**config.mk**
```make
export PLATFORM = sky130hd
export DESIGN_NAME = arct_timer
export DESIGN_NICKNAME = d
export VERILOG_FILES = /design/src/rtl/arct_timer.v /design/src/rtl/arct_sync.v /design/src/rtl/arct_prescale.v
export VERILOG_INCLUDE_DIRS = /design/src /design/src/rtl
export SDC_FILE = /design/constraint.sdc
export NUM_CORES = 1
export LEC_CHECK = 0
export BUFFER_PORTS_ARGS = -buffer_cell sky130_fd_sc_hd__buf_2
export CAP_MARGIN = 20
export CELL_PAD_IN_SITES_DETAIL_PLACEMENT = 2
export CELL_PAD_IN_SITES_GLOBAL_PLACEMENT = 2
export CORE_UTILIZATION = 34
export CTS_CLUSTER_DIAMETER = 120
export DETAILED_ROUTE_END_ITERATION = 6
export GPL_ROUTABILITY_DRIVEN = 1
export PLACE_DENSITY_LB_ADDON = 0.3
export SETUP_SLACK_MARGIN = 0.5
export SKIP_LAST_GASP = 1
export SLEW_MARGIN = 15
export SYNTH_ARGS = -nofsm -noshare
export SYNTH_HDL_FRONTEND = slang
export SYNTH_SLANG_ARGS = --single-unit
```
**constraint.sdc**
```tcl
create_clock -name pclk -period 2.4 [get_ports pclk]
set_input_delay 0.48 -clock pclk [delete_from_list [all_inputs] [get_ports pclk]]
set_output_delay 0.48 -clock pclk [all_outputs]
set_load 0.05 [all_outputs]
```
**src/rtl/arct_defs.vh**
```
// Behaviour
// - 16-bit mode: on wrap FFFF to 0000 load reload pair, set high flag.
// - count source: system clock, system clock/12, external/8 or comparator.
// - external/8 and comparator sources are synchronised to the system clock.
// - 16-bit mode: interrupt on every 16-bit overflow when timer irq enabled.
// - 16-bit mode: low-byte irq enable adds an interrupt on each low-byte wrap.
// - split mode: two 8-bit auto-reload timers, each with its own reload byte.
// - split mode: run bit gates the high byte only; low byte always counts.
// - per-byte select 1 gives system clock, else external-clock selection applies.
// - split mode: each byte wrap FF to 00 sets its own overflow flag.
// - split mode: interrupt on high wrap; with low enable on either wrap.
// - overflow flags are never cleared by hardware, only by software writes.
// - capture-enable bit selects capture mode; software keeps split at zero.
// - capture event on comparator rising edge or every 8 external cycles.
// - external-select bit 1 at zero: capture on comparator rising edges.
// - capture copies count into reload pair, sets high flag, may interrupt.
// - control register at index 0x91, reset zero, fixed bit layout.
`ifndef ARCT_DEFS_VH
`define ARCT_DEFS_VH

`define ARCT_IDX_CTRL     8'h91
`define ARCT_IDX_RLD_LO   8'h92
`define ARCT_IDX_RLD_HI   8'h93
`define ARCT_IDX_CNT_LO   8'h94
`define ARCT_IDX_CNT_HI   8'h95
`define ARCT_IDX_CLKSEL   8'h96
`define ARCT_IDX_IRQEN    8'h97

`define ARCT_ADDR_CTRL    {2'b00, `ARCT_IDX_CTRL, 2'b00}
`define ARCT_ADDR_RLD_LO  {2'b00, `ARCT_IDX_RLD_LO, 2'b00}
`define ARCT_ADDR_RLD_HI  {2'b00, `ARCT_IDX_RLD_HI, 2'b00}
`define ARCT_ADDR_CNT_LO  {2'b00, `ARCT_IDX_CNT_LO, 2'b00}
`define ARCT_ADDR_CNT_HI  {2'b00, `ARCT_IDX_CNT_HI, 2'b00}
`define ARCT_ADDR_CLKSEL  {2'b00, `ARCT_IDX_CLKSEL, 2'b00}
`define ARCT_ADDR_IRQEN   {2'b00, `ARCT_IDX_IRQEN, 2'b00}

`define ARCT_B_HFLAG      7
`define ARCT_B_LFLAG      6
`define ARCT_B_LIEN       5
`define ARCT_B_CEN        4
`define ARCT_B_SPLIT      3
`define ARCT_B_RUN        2
`define ARCT_B_XSEL1      1
`define ARCT_B_CLK_LOW    0
`define ARCT_B_CLK_HIGH   1
`define ARCT_B_TIE        0

`define ARCT_RST_BYTE     8'h00
`define ARCT_RST_CTRL     8'h00
`define ARCT_SYS_DIV      4'hC
`define ARCT_EXT_DIV      4'h8
`define ARCT_BYTE_MAX     8'hFF
`define ARCT_WORD_MAX     16'hFFFF

`endif

```
**src/rtl/arct_timer.v**
```verilog
`timescale 1ns/1ps
`include "arct_defs.vh"
module arct_timer (
    input  wire        pclk,
    input  wire        presetn,
    input  wire        psel,
    input  wire        penable,
    input  wire        pwrite,
    input  wire [11:0] paddr,
    input  wire [31:0] pwdata,
    output reg  [31:0] prdata,
    output reg         pready,
    output reg         pslverr,
    input  wire        comparator_out,
    input  wire        ext_osc,
    output reg         timer_irq
);
    reg  [7:0]  count_low_byte;
    reg  [7:0]  count_high_byte;
    reg  [7:0]  reload_low_byte;
    reg  [7:0]  reload_high_byte;
    reg         high_overflow_flag;
    reg         low_overflow_flag;
    reg         low_byte_irq_enable;
    reg         capture_enable_bit;
    reg         split_mode_bit;
    reg         run_control_bit;
    reg  [1:0]  ext_clock_select;
    reg         low_byte_clock_select;
    reg         high_byte_clock_select;
    reg         timer_irq_enable;

    reg  [7:0]  next_count_low;
    reg  [7:0]  next_count_high;
    reg  [7:0]  next_reload_low;
    reg  [7:0]  next_reload_high;
    reg         set_high_flag;
    reg         set_low_flag;
    reg  [31:0] next_prdata;
    reg         next_pslverr;

    wire        comp_pulse;
    wire        ext_edge_pulse;
    wire        ext_div8_pulse;
    wire        sys_div12_pulse;
    wire        ext_clock_select_bit1;
    wire        tick_low;
    wire        tick_high;
    wire        capture_event;
    wire        wr_en;
    wire [15:0] count_word;
    wire        irq_cause;

    // write lands at the edge where the access phase completes
    assign wr_en = psel & penable & pready & pwrite;
    assign ext_clock_select_bit1 = ext_clock_select[`ARCT_B_XSEL1];
    assign count_word = {count_high_byte, count_low_byte};

    // about four pclk from a pin edge to a count: latency traded for metastability safety
    arct_sync u_comp_sync (
        .pclk       (pclk),
        .presetn    (presetn),
        .async_in   (comparator_out),
        .rise_pulse (comp_pulse)
    );

    arct_sync u_ext_sync (
        .pclk       (pclk),
        .presetn    (presetn),
        .async_in   (ext_osc),
        .rise_pulse (ext_edge_pulse)
    );

    arct_prescale #(.DIV(`ARCT_EXT_DIV)) u_ext_div (
        .pclk    (pclk),
        .presetn (presetn),
        .tick    (ext_edge_pulse),
        .pulse   (ext_div8_pulse)
    );

    arct_prescale #(.DIV(`ARCT_SYS_DIV)) u_sys_div (
        .pclk    (pclk),
        .presetn (presetn),
        .tick    (1'b1),
        .pulse   (sys_div12_pulse)
    );

    // per-byte source: select bit high means every system clock
    function src_tick;
        input       sys_sel;
        input [1:0] xsel;
        input       p12;
        input       p8;
        input       pc;
        begin
            if (sys_sel) begin
                src_tick = 1'b1;
            end else begin
                case (xsel)
                    2'b01:   src_tick = p8;
                    2'b11:   src_tick = pc;
                    default: src_tick = p12;
                endcase
            end
        end
    endfunction

    // 16-bit and capture modes are paced by the low-byte select
    assign tick_low  = src_tick(low_byte_clock_select, ext_clock_select,
                                sys_div12_pulse, ext_div8_pulse, comp_pulse);
    assign tick_high = src_tick(high_byte_clock_select, ext_clock_select,
                                sys_div12_pulse, ext_div8_pulse, comp_pulse);

    // bit 1 low picks comparator rising edges, high every eighth external edge
    assign capture_event = capture_enable_bit &
                           (ext_clock_select_bit1 ? ext_div8_pulse
                                                  : comp_pulse);

    always @* begin
        next_count_low   = count_low_byte;
        next_count_high  = count_high_byte;
        next_reload_low  = reload_low_byte;
        next_reload_high = reload_high_byte;
        set_high_flag    = 1'b0;
        set_low_flag     = 1'b0;
        if (split_mode_bit) begin
            if (tick_low) begin
                if (count_low_byte == `ARCT_BYTE_MAX) begin
                    next_count_low = reload_low_byte;
                    set_low_flag   = 1'b1;
                end else begin
                    next_count_low = count_low_byte + 8'h01;
                end
            end
            if (tick_high && run_control_bit) begin
                if (count_high_byte == `ARCT_BYTE_MAX) begin
                    next_count_high = reload_high_byte;
                    set_high_flag   = 1'b1;
                end else begin
                    next_count_high = count_high_byte + 8'h01;
                end
            end
        end else if (tick_low && run_control_bit) begin
            if (count_low_byte == `ARCT_BYTE_MAX) begin
                set_low_flag = 1'b1;
            end
            // capture mode wraps freely so successive captures stay comparable
            if (count_word == `ARCT_WORD_MAX && !capture_enable_bit) begin
                next_count_low  = reload_low_byte;
                next_count_high = reload_high_byte;
                set_high_flag   = 1'b1;
            end else begin
                {next_count_high, next_count_low} = count_word + 16'h0001;
            end
        end
        // capture records the count as it stood before this edge
        if (capture_event) begin
            next_reload_low  = count_low_byte;
            next_reload_high = count_high_byte;
            set_high_flag    = 1'b1;
        end
        // software writes to the count bytes override the hardware step
        if (wr_en) begin
            case (paddr)
                `ARCT_ADDR_CNT_LO: next_count_low = pwdata[7:0];
                `ARCT_ADDR_CNT_HI: next_count_high = pwdata[7:0];
                `ARCT_ADDR_RLD_LO: begin
                    if (!capture_event) begin
                        next_reload_low = pwdata[7:0];
                    end
                end
                `ARCT_ADDR_RLD_HI: begin
                    if (!capture_event) begin
                        next_reload_high = pwdata[7:0];
                    end
                end
                default: begin
                end
            endcase
        end
    end

    always @(posedge pclk or negedge presetn) begin
        if (!presetn) begin
            count_low_byte   <= `ARCT_RST_BYTE;
            count_high_byte  <= `ARCT_RST_BYTE;
        end else begin
            count_low_byte   <= next_count_low;
            count_high_byte  <= next_count_high;
        end
    end

    // reload pair doubles as the capture register
    always @(posedge pclk or negedge presetn) begin
        if (!presetn) begin
            reload_low_byte  <= `ARCT_RST_BYTE;
            reload_high_byte <= `ARCT_RST_BYTE;
        end else begin
            reload_low_byte  <= next_reload_low;
            reload_high_byte <= next_reload_high;
        end
    end

    // flags: a hardware set in the same cycle as a software clear wins
    always @(posedge pclk or negedge presetn) begin
        if (!presetn) begin
            high_overflow_flag <= 1'b0;
        end else if (wr_en && paddr == `ARCT_ADDR_CTRL) begin
            high_overflow_flag <= pwdata[`ARCT_B_HFLAG] | set_high_flag;
        end else begin
            high_overflow_flag <= high_overflow_flag | set_high_flag;
        end
    end

    // software may write a flag to one, which raises the request like a wrap
    always @(posedge pclk or negedge presetn) begin
        if (!presetn) begin
            low_overflow_flag <= 1'b0;
        end else if (wr_en && paddr == `ARCT_ADDR_CTRL) begin
            low_overflow_flag <= pwdata[`ARCT_B_LFLAG] | set_low_flag;
        end else begin
            low_overflow_flag <= low_overflow_flag | set_low_flag;
        end
    end

    always @(posedge pclk or negedge presetn) begin
        if (!presetn) begin
            low_byte_irq_enable    <= 1'b0;
            capture_enable_bit     <= 1'b0;
            split_mode_bit         <= 1'b0;
            run_control_bit        <= 1'b0;
            ext_clock_select       <= 2'b00;
            low_byte_clock_select  <= 1'b0;
            high_byte_clock_select <= 1'b0;
            timer_irq_enable       <= 1'b0;
        end else if (wr_en) begin
            case (paddr)
                `ARCT_ADDR_CTRL: begin
                    low_byte_irq_enable <= pwdata[`ARCT_B_LIEN];
                    capture_enable_bit  <= pwdata[`ARCT_B_CEN];
                    split_mode_bit      <= pwdata[`ARCT_B_SPLIT];
                    run_control_bit     <= pwdata[`ARCT_B_RUN];
                    ext_clock_select    <= pwdata[1:0];
                end
                `ARCT_ADDR_CLKSEL: begin
                    low_byte_clock_select  <= pwdata[`ARCT_B_CLK_LOW];
                    high_byte_clock_select <= pwdata[`ARCT_B_CLK_HIGH];
                end
                `ARCT_ADDR_IRQEN: timer_irq_enable <= pwdata[`ARCT_B_TIE];
                default: begin
                end
            endcase
        end
    end

    // level request; software finds the source from the two flags
    assign irq_cause = high_overflow_flag |
                       (low_byte_irq_enable & low_overflow_flag);

    always @(posedge pclk or negedge presetn) begin
        if (!presetn) begin
            timer_irq <= 1'b0;
        end else begin
            timer_irq <= timer_irq_enable & irq_cause;
        end
    end

    // unmapped offsets answer with an error and zero data
    always @* begin
        next_prdata  = 32'h00000000;
        next_pslverr = 1'b0;
        case (paddr)
            `ARCT_ADDR_CTRL: next_prdata[7:0] = {high_overflow_flag, low_overflow_flag,
                                                 low_byte_irq_enable, capture_enable_bit,
                                                 split_mode_bit, run_control_bit,
                                                 ext_clock_select};
            `ARCT_ADDR_RLD_LO: next_prdata[7:0] = reload_low_byte;
            `ARCT_ADDR_RLD_HI: next_prdata[7:0] = reload_high_byte;
            `ARCT_ADDR_CNT_LO: next_prdata[7:0] = count_low_byte;
            `ARCT_ADDR_CNT_HI: next_prdata[7:0] = count_high_byte;
            `ARCT_ADDR_CLKSEL: next_prdata[1:0] = {high_byte_clock_select,
                                                   low_byte_clock_select};
            `ARCT_ADDR_IRQEN:  next_prdata[0] = timer_irq_enable;
            default:           next_pslverr = 1'b1;
        endcase
    end

    // one wait-free access: answer is prepared during the setup cycle
    always @(posedge pclk or negedge presetn) begin
        if (!presetn) begin
            pready  <= 1'b0;
            pslverr <= 1'b0;
            prdata  <= 32'h00000000;
        end else if (psel && !penable && !pready) begin
            pready  <= 1'b1;
            pslverr <= next_pslverr;
            prdata  <= pwrite ? 32'h00000000 : next_prdata;
        end else begin
            pready  <= 1'b0;
            pslverr <= 1'b0;
            prdata  <= 32'h00000000;
        end
    end
endmodule

```
**src/rtl/arct_sync.v**
```verilog
`timescale 1ns/1ps
module arct_sync (
    input  wire pclk,
    input  wire presetn,
    input  wire async_in,
    output reg  rise_pulse
);
    reg stage1;
    reg stage2;
    reg stage2_d;

    always @(posedge pclk or negedge presetn) begin
        if (!presetn) begin
            stage1     <= 1'b0;
            stage2     <= 1'b0;
            stage2_d   <= 1'b0;
            rise_pulse <= 1'b0;
        end else begin
            stage1     <= async_in;
            stage2     <= stage1;
            stage2_d   <= stage2;
            rise_pulse <= stage2 & ~stage2_d;
        end
    end
endmodule

```
**src/rtl/arct_prescale.v**
```verilog
`timescale 1ns/1ps
module arct_prescale #(
    parameter [3:0] DIV = 4'h8
) (
    input  wire pclk,
    input  wire presetn,
    input  wire tick,
    output reg  pulse
);
    reg [3:0] cnt;

    always @(posedge pclk or negedge presetn) begin
        if (!presetn) begin
            cnt   <= 4'h0;
            pulse <= 1'b0;
        end else if (tick) begin
            if (cnt == DIV - 4'h1) begin
                cnt   <= 4'h0;
                pulse <= 1'b1;
            end else begin
                cnt   <= cnt + 4'h1;
                pulse <= 1'b0;
            end
        end else begin
            pulse <= 1'b0;
        end
    end
endmodule

```
### Yosys cells after proc, flatten, opt, wreduce, memory -nomap -nowiden

Index checks and enable logic that the tools add are counted.

| operators by class | value |
|---|---|
| add/subtract/negate cells | 5 |
| equal/unequal tests | 14 |
| multiplexer cells | 51 |
| bitwise gates (word level) | 15 |
| reduce and logical (&&, ||, !) cells | 13 |

Operators by type and width:

| kind | number |
|---|---|
| $mux W8 | 24 |
| $eq A12 B10 Y1 const B | 7 |
| $pmux W6 S5 | 1 |
| $mux W1 | 21 |
| $add A16 B1 Y16 const B | 1 |
| $add A8 B1 Y8 const B | 2 |
| $eq A16 B16 Y1 const B | 1 |
| $eq A8 B8 Y1 const B | 2 |
| $add A4 B1 Y4 const B | 2 |
| $and A1 B1 Y1 | 8 |
| $mux W4 | 2 |
| $pmux W1 S7 | 1 |
| $reduce_or A7 Y1 | 1 |
| $logic_and A1 B1 Y1 | 6 |
| $pmux W1 S6 | 1 |
| $reduce_and A2 Y1 | 3 |
| $or A1 B1 Y1 | 5 |
| $eq A4 B3 Y1 const B | 1 |
| $eq A4 B4 Y1 const B | 1 |
| $logic_not A1 Y1 | 3 |
| $eq A2 B1 Y1 const B | 1 |
| $eq A2 B2 Y1 const B | 1 |
| $not A1 Y1 | 2 |
| $pmux W1 S2 | 1 |

| word-level totals | value |
|---|---|
| bits in registers | 96 |
| bits of input ports | 51 |
| word-level logic and storage cells | 128 |

### Longest topological paths before layout

| logic depth | value |
|---|---|
| depth in word-level cells | 9 |
| gate-level depth with buffers | 9 |

### Cells and area by module

Synthesis repeated with hierarchy kept, for this count alone.

| second synthesis, totals | value |
|---|---|
| cell total of the unflattened synthesis | 531 |
| area total of the unflattened synthesis | 4693.3 µm² |

By module, submodules not included:

| module | instances | cells each | area each (µm²) | seq. area each (µm²) |
|---|---|---|---|---|
| arct_timer | 1 | 482 | 4012.6 | 1351.3 |
| arct_prescale (u_sys_div) | 1 | 22 | 237.7 | 125.1 |
| arct_sync | 2 | 5 | 113.9 | 100.1 |
| arct_prescale (u_ext_div) | 1 | 17 | 215.2 | 125.1 |

### Worst setup path before layout

OpenSTA, ideal clock, no wires.

| timing path | value |
|---|---|
| kind | reg-to-reg |
| start point | register count_low_byte[1] |
| end point | register count_low_byte[1] |
| arrival | 1.997 ns |
| required time | 2.266 ns |
| setup slack | 0.269 ns |
| stages on the path, launching flop included | 8 |
| path buffers | 1 |
| period minus slack after synthesis | 2.131 ns |
| path through | dfrtp_1 > ha_1 > clkbuf_1 > nand3_1 > nor2_2 > mux2_2 > a222oi_1 > a21oi_1 |

| on the way | value |
|---|---|
| cells in the longest elaborated chain, start to end | 7 |
| elaborated cells between the ends (all ways) | 12 |
| those cells by class | 2 x add/sub; 2 x eq/ne; 7 x mux; 1 x reduce/logical |

RTL lines:

| element | line | RTL |
|---|---|---|
| start: declaration | arct_timer.v:18 | `reg [7:0] count_low_byte;` |
| start signal: assignment | arct_timer.v:185 | `` count_low_byte <= `ARCT_RST_BYTE; `` |
| start signal: assignment | arct_timer.v:188 | `count_low_byte <= next_count_low;` |
| branches (longest 4 deep; another with $add A16 B1 Y16) | -- |  |
| $mux W8 (*) | arct_timer.v:126 | `if (split_mode_bit) begin` |
| $mux W8 | arct_timer.v:164 | `case (paddr)` |
| $mux W8 (*) | arct_timer.v:163 | `if (wr_en) begin` |
| named net next_count_low[1] | arct_timer.v:33 | `reg [7:0] next_count_low;` |

Mark *: on every way through the listed nets, which the timed path passes.
A chain may end at the register's enable or synchronous reset.

### Final worst setup path

| timing path | value |
|---|---|
| start point | register count_low_byte[5] |
| end point | register count_low_byte[4] |

| on the way | value |
|---|---|
| cells in the longest elaborated chain, start to end | 7 |
| elaborated cells between the ends (all ways) | 10 |
| those cells by class | 2 x eq/ne; 7 x mux; 1 x reduce/logical |

RTL lines:

| element | line | RTL |
|---|---|---|
| $eq A16 B16 Y1 (no source line) | -- |  |
| $logic_and A1 B1 Y1 | arct_timer.v:148 | `` if (count_word == `ARCT_WORD_MAX && !capture_enable_bit) begin `` |
| $mux W8 | arct_timer.v:148 |  |
| $mux W8 | arct_timer.v:143 | `end else if (tick_low && run_control_bit) begin` |
| $mux W8 (*) | arct_timer.v:126 |  |
| $mux W8 | arct_timer.v:164 |  |
| $mux W8 (*) | arct_timer.v:163 |  |
| named net next_count_low[4] | arct_timer.v:33 |  |

The timed path passes the listed nets; every way through them passes the cells marked *.

==> flow_summary.ini <==
[synthesis]
synth_flop_cell = dfrtp_1
ys_seq_area_share_pct = 39.3
yosysTopAreaCell = dfrtp_1
yosys_warnings = 0
syn-instance-count = 491
synth.distinct_cells = 63
synthDominantCellAreaShare_pct = 39.3
async_flop_share_pct = 100
synth.area.top_cells = dfrtp_1, mux2i_1, a21oi_1
syn_area_um2 = 4590
ys_ff_latch = 72
synth.avg_cell_area_um2 = 9.35
synth_edf_count = 0

[power_and_ir_drop]
clock_power_share_pct = 32.4
p_switching_mw = 1.52
cellPowerDensity_nw_per_um2 = 704
switching_share_pct = 36.9
leakage_nw = 2.42
combinationalPowerShare_pct = 32.9
irDropWorstVdd_uv = 307
internal_power_mw = 2.60
pwr-share-seq_pct = 34.7

[sta]
finalCriticalPeriod_ns = 2.25
fmax_ghz = 0.444
clock_skew_ns = 0.00848
slew_violations = 0
setup_viol_count_final = 0
worst_pin_slew_ns = 0.911
hold_viol_final = 0
fin_setup_tns_ns = 0
rsz0062_at_grt = true
maxSlewHeadroom_pct = 38.6
period_share_pct = 93.8

[worst_setup_path]
cp-end-kind = flop
crit_path_start_kind = flop
arrival_ns = 2.52
cp_max_fo = 10
worstPathRequired_ns = 2.66
crit_type = reg -> reg

[detailed_routing]
first_pass_iters = 5
wl_per_cell_um = 26.0
detail-route-antenna-nets = 0
drtIter0Drc = 364
viasPerCell = 6.16
vias = 4582
routed_wirelength_mm = 19.3
drc = 0

[die]
die_area_um2 = 14000
core_um2 = 13200
die_w_um = 118
initial_utilization_pct = 34.8
io_pins = 86
rows = 42
fp.dieH_um = 118

[clock_tree]
cts_tree = built
clkSlewWorstSetupHoldPaths_ns = 0.07
cts-root-buf = clkbuf_16
cts_buffer_depth = 2
clock_latency_ns = 0.35
numCtsBuffers = 9
cts_max_level = 3
hold_buffers = 0
clock_sinks = 72

[flow_run]
drv_cap = 0

[global_route]
antenna_found_initial = 0
grt_first_pass_wirelength_mm = 28.3
track_usage_pct = 26.9
grt_max_degree = 39
grt_pass1_vias = 4931
gr-total-overflow = 0

[cells_and_area]
insertedDiodeCount = 0
area_growth_pct = 27.4
nNetsFinal = 618
drive_gt1_share_pct = 32.4
design_area_um2 = 5850

[place]
placed_area_um2 = 5120
hpwl_mm = 12.8
port_buffers = 37
place.gp.congestion = 0.885

[min_path]
min_path_type = in -> async

[run_status]
status = complete, no violations
-- synth_stat cells (7+ instances only) --
cell type / n
a211oi_1: 9
a21oi_1: 42
a222oi_1: 9
a22oi_1: 8
a31oi_1: 11
and4_1: 7
buf_2: 9
buf_4: 28
clkbuf_1: 22
dfrtp_1: 72
inv_1: 7
mux2_2: 15
mux2i_1: 27
nand2_1: 24
nand3_1: 17
nor2_1: 43
nor2b_1: 8
nor3_1: 7
o21ai_0: 19
-- layer usage --
metal / up-vias / track usage, % / share of wire, %
met5: - / 0 / 0
met4: 0 / 13.5 / 5.1
met3: 73 / 4.39 / 5.5
met2: 195 / 45.0 / 49
met1: 2349 / 33.4 / 40
li1: 1965 / - / -
-- stage by stage --
stage	utilization, %	cells	power, mW	hold slack [ns]	setup WS, ns
after global placement	38.8	705	2.47	0.331	0.132
after CTS	42.3	727	3.98	0.112	0.350
after floorplan	-	514	2.16	0.184	0.456
after global routing	44.3	744	4.28	0.119	0.0412
final	44.3	744	4.12	0.0974	0.149
after detailed placement	38.8	705	2.53	0.350	0.0260
-- final timing paths --
check | from | endpoint | slack (ns) | cells after the start
setup reg to reg | count_low_byte[5] | count_low_byte[4] | 0.15 | 6
hold reg to reg | u_ext_sync.stage1 | u_ext_sync.stage2 | 0.36 | 0
min in group pclk | ext_osc | u_ext_sync.stage1 | 0.23 | 1
hold / removal | presetn | reload_low_byte[5] | 0.1 | 1
max in group asynchronous | presetn | ext_clock_select[1] | 1.70 | 2
setup / recovery | count_low_byte[5] | count_low_byte[4] | 0.15 | 6
-- area by class of cell --
cell class,count,area (um^2)
fill,1428,7340
multi-input combinational,372,2770
sequential,72,1810
timing repair buffer,101,732
clock buffer,10,239
tap,176,220
clock inverter,6,51.3
inverter,7,26.3
-- critical path: stages (launching register included) --
cell and delay (ns):
dfrtp_1 0.39, buf_4 0.21, and4_1 0.39, nand3_1 0.12, a2111oi_0 0.76, a221oi_2 0.11
o21ai_1 0.19
-- cells in the final DEF (no fill, tap or decap), types with 4 or more instances in the layout --
master	n
dfrtp_1	69
mux2_2	13
a222oi_1	9
and4_1	6
a22oi_1	8
nor3_1	7
nand4_1	6
o21ai_0	17
clkbuf_16	9
a31oi_1	11
buf_2	36
mux2i_1	25
a21oi_1	40
a21o_1	5
nor2_1	42
buf_4	55
a221oi_2	4
nand3_1	15
buf_6	7
a211oi_1	4
inv_1	7
conb_1	24
nor2b_1	7
a211oi_2	4
nand2_1	23
and2_1	6
-- sequential cells by signal, indices dropped and copies added, names as in the netlist, 2 cells and up --
signal,flops
count_high_byte,8
count_low_byte,8
ext_clock_select,2
prdata,8
reload_high_byte,8
reload_low_byte,8
u_ext_div.cnt,4
u_sys_div.cnt,4
-- what timing repair did --
item	CTS	global route
setup endpoints to repair	17	25
gates resized for setup	28	29
buffers inserted	6	17
pin swaps	17	15
-- power groups by stage --
stage	registers (mW)	clock network [mW]	logic (mW)
3_5_place_dp	1.45	0	1.09
3_3_place_gp	1.43	0	1.04
4_1_cts	1.44	1.36	1.18
6_report	1.43	1.33	1.36
5_1_grt	1.44	1.41	1.44
2_1_floorplan	1.43	0	0.732
-- logic make-up (layout without fill, tap and decap cells) --
family	count (synthesis)	count (layout)	share of synthesized area, %
xor+xnor	3	3	0.573
buf+inv	70	124	8.45
simple gates	148	148	18.1
other cells	1	24	0.0817
compound gates	151	151	22.9
flops	72	72	39.3
mux	42	42	9.57
fa+ha+maj	4	4	1.09
Power figures use the tool's default switching activity.
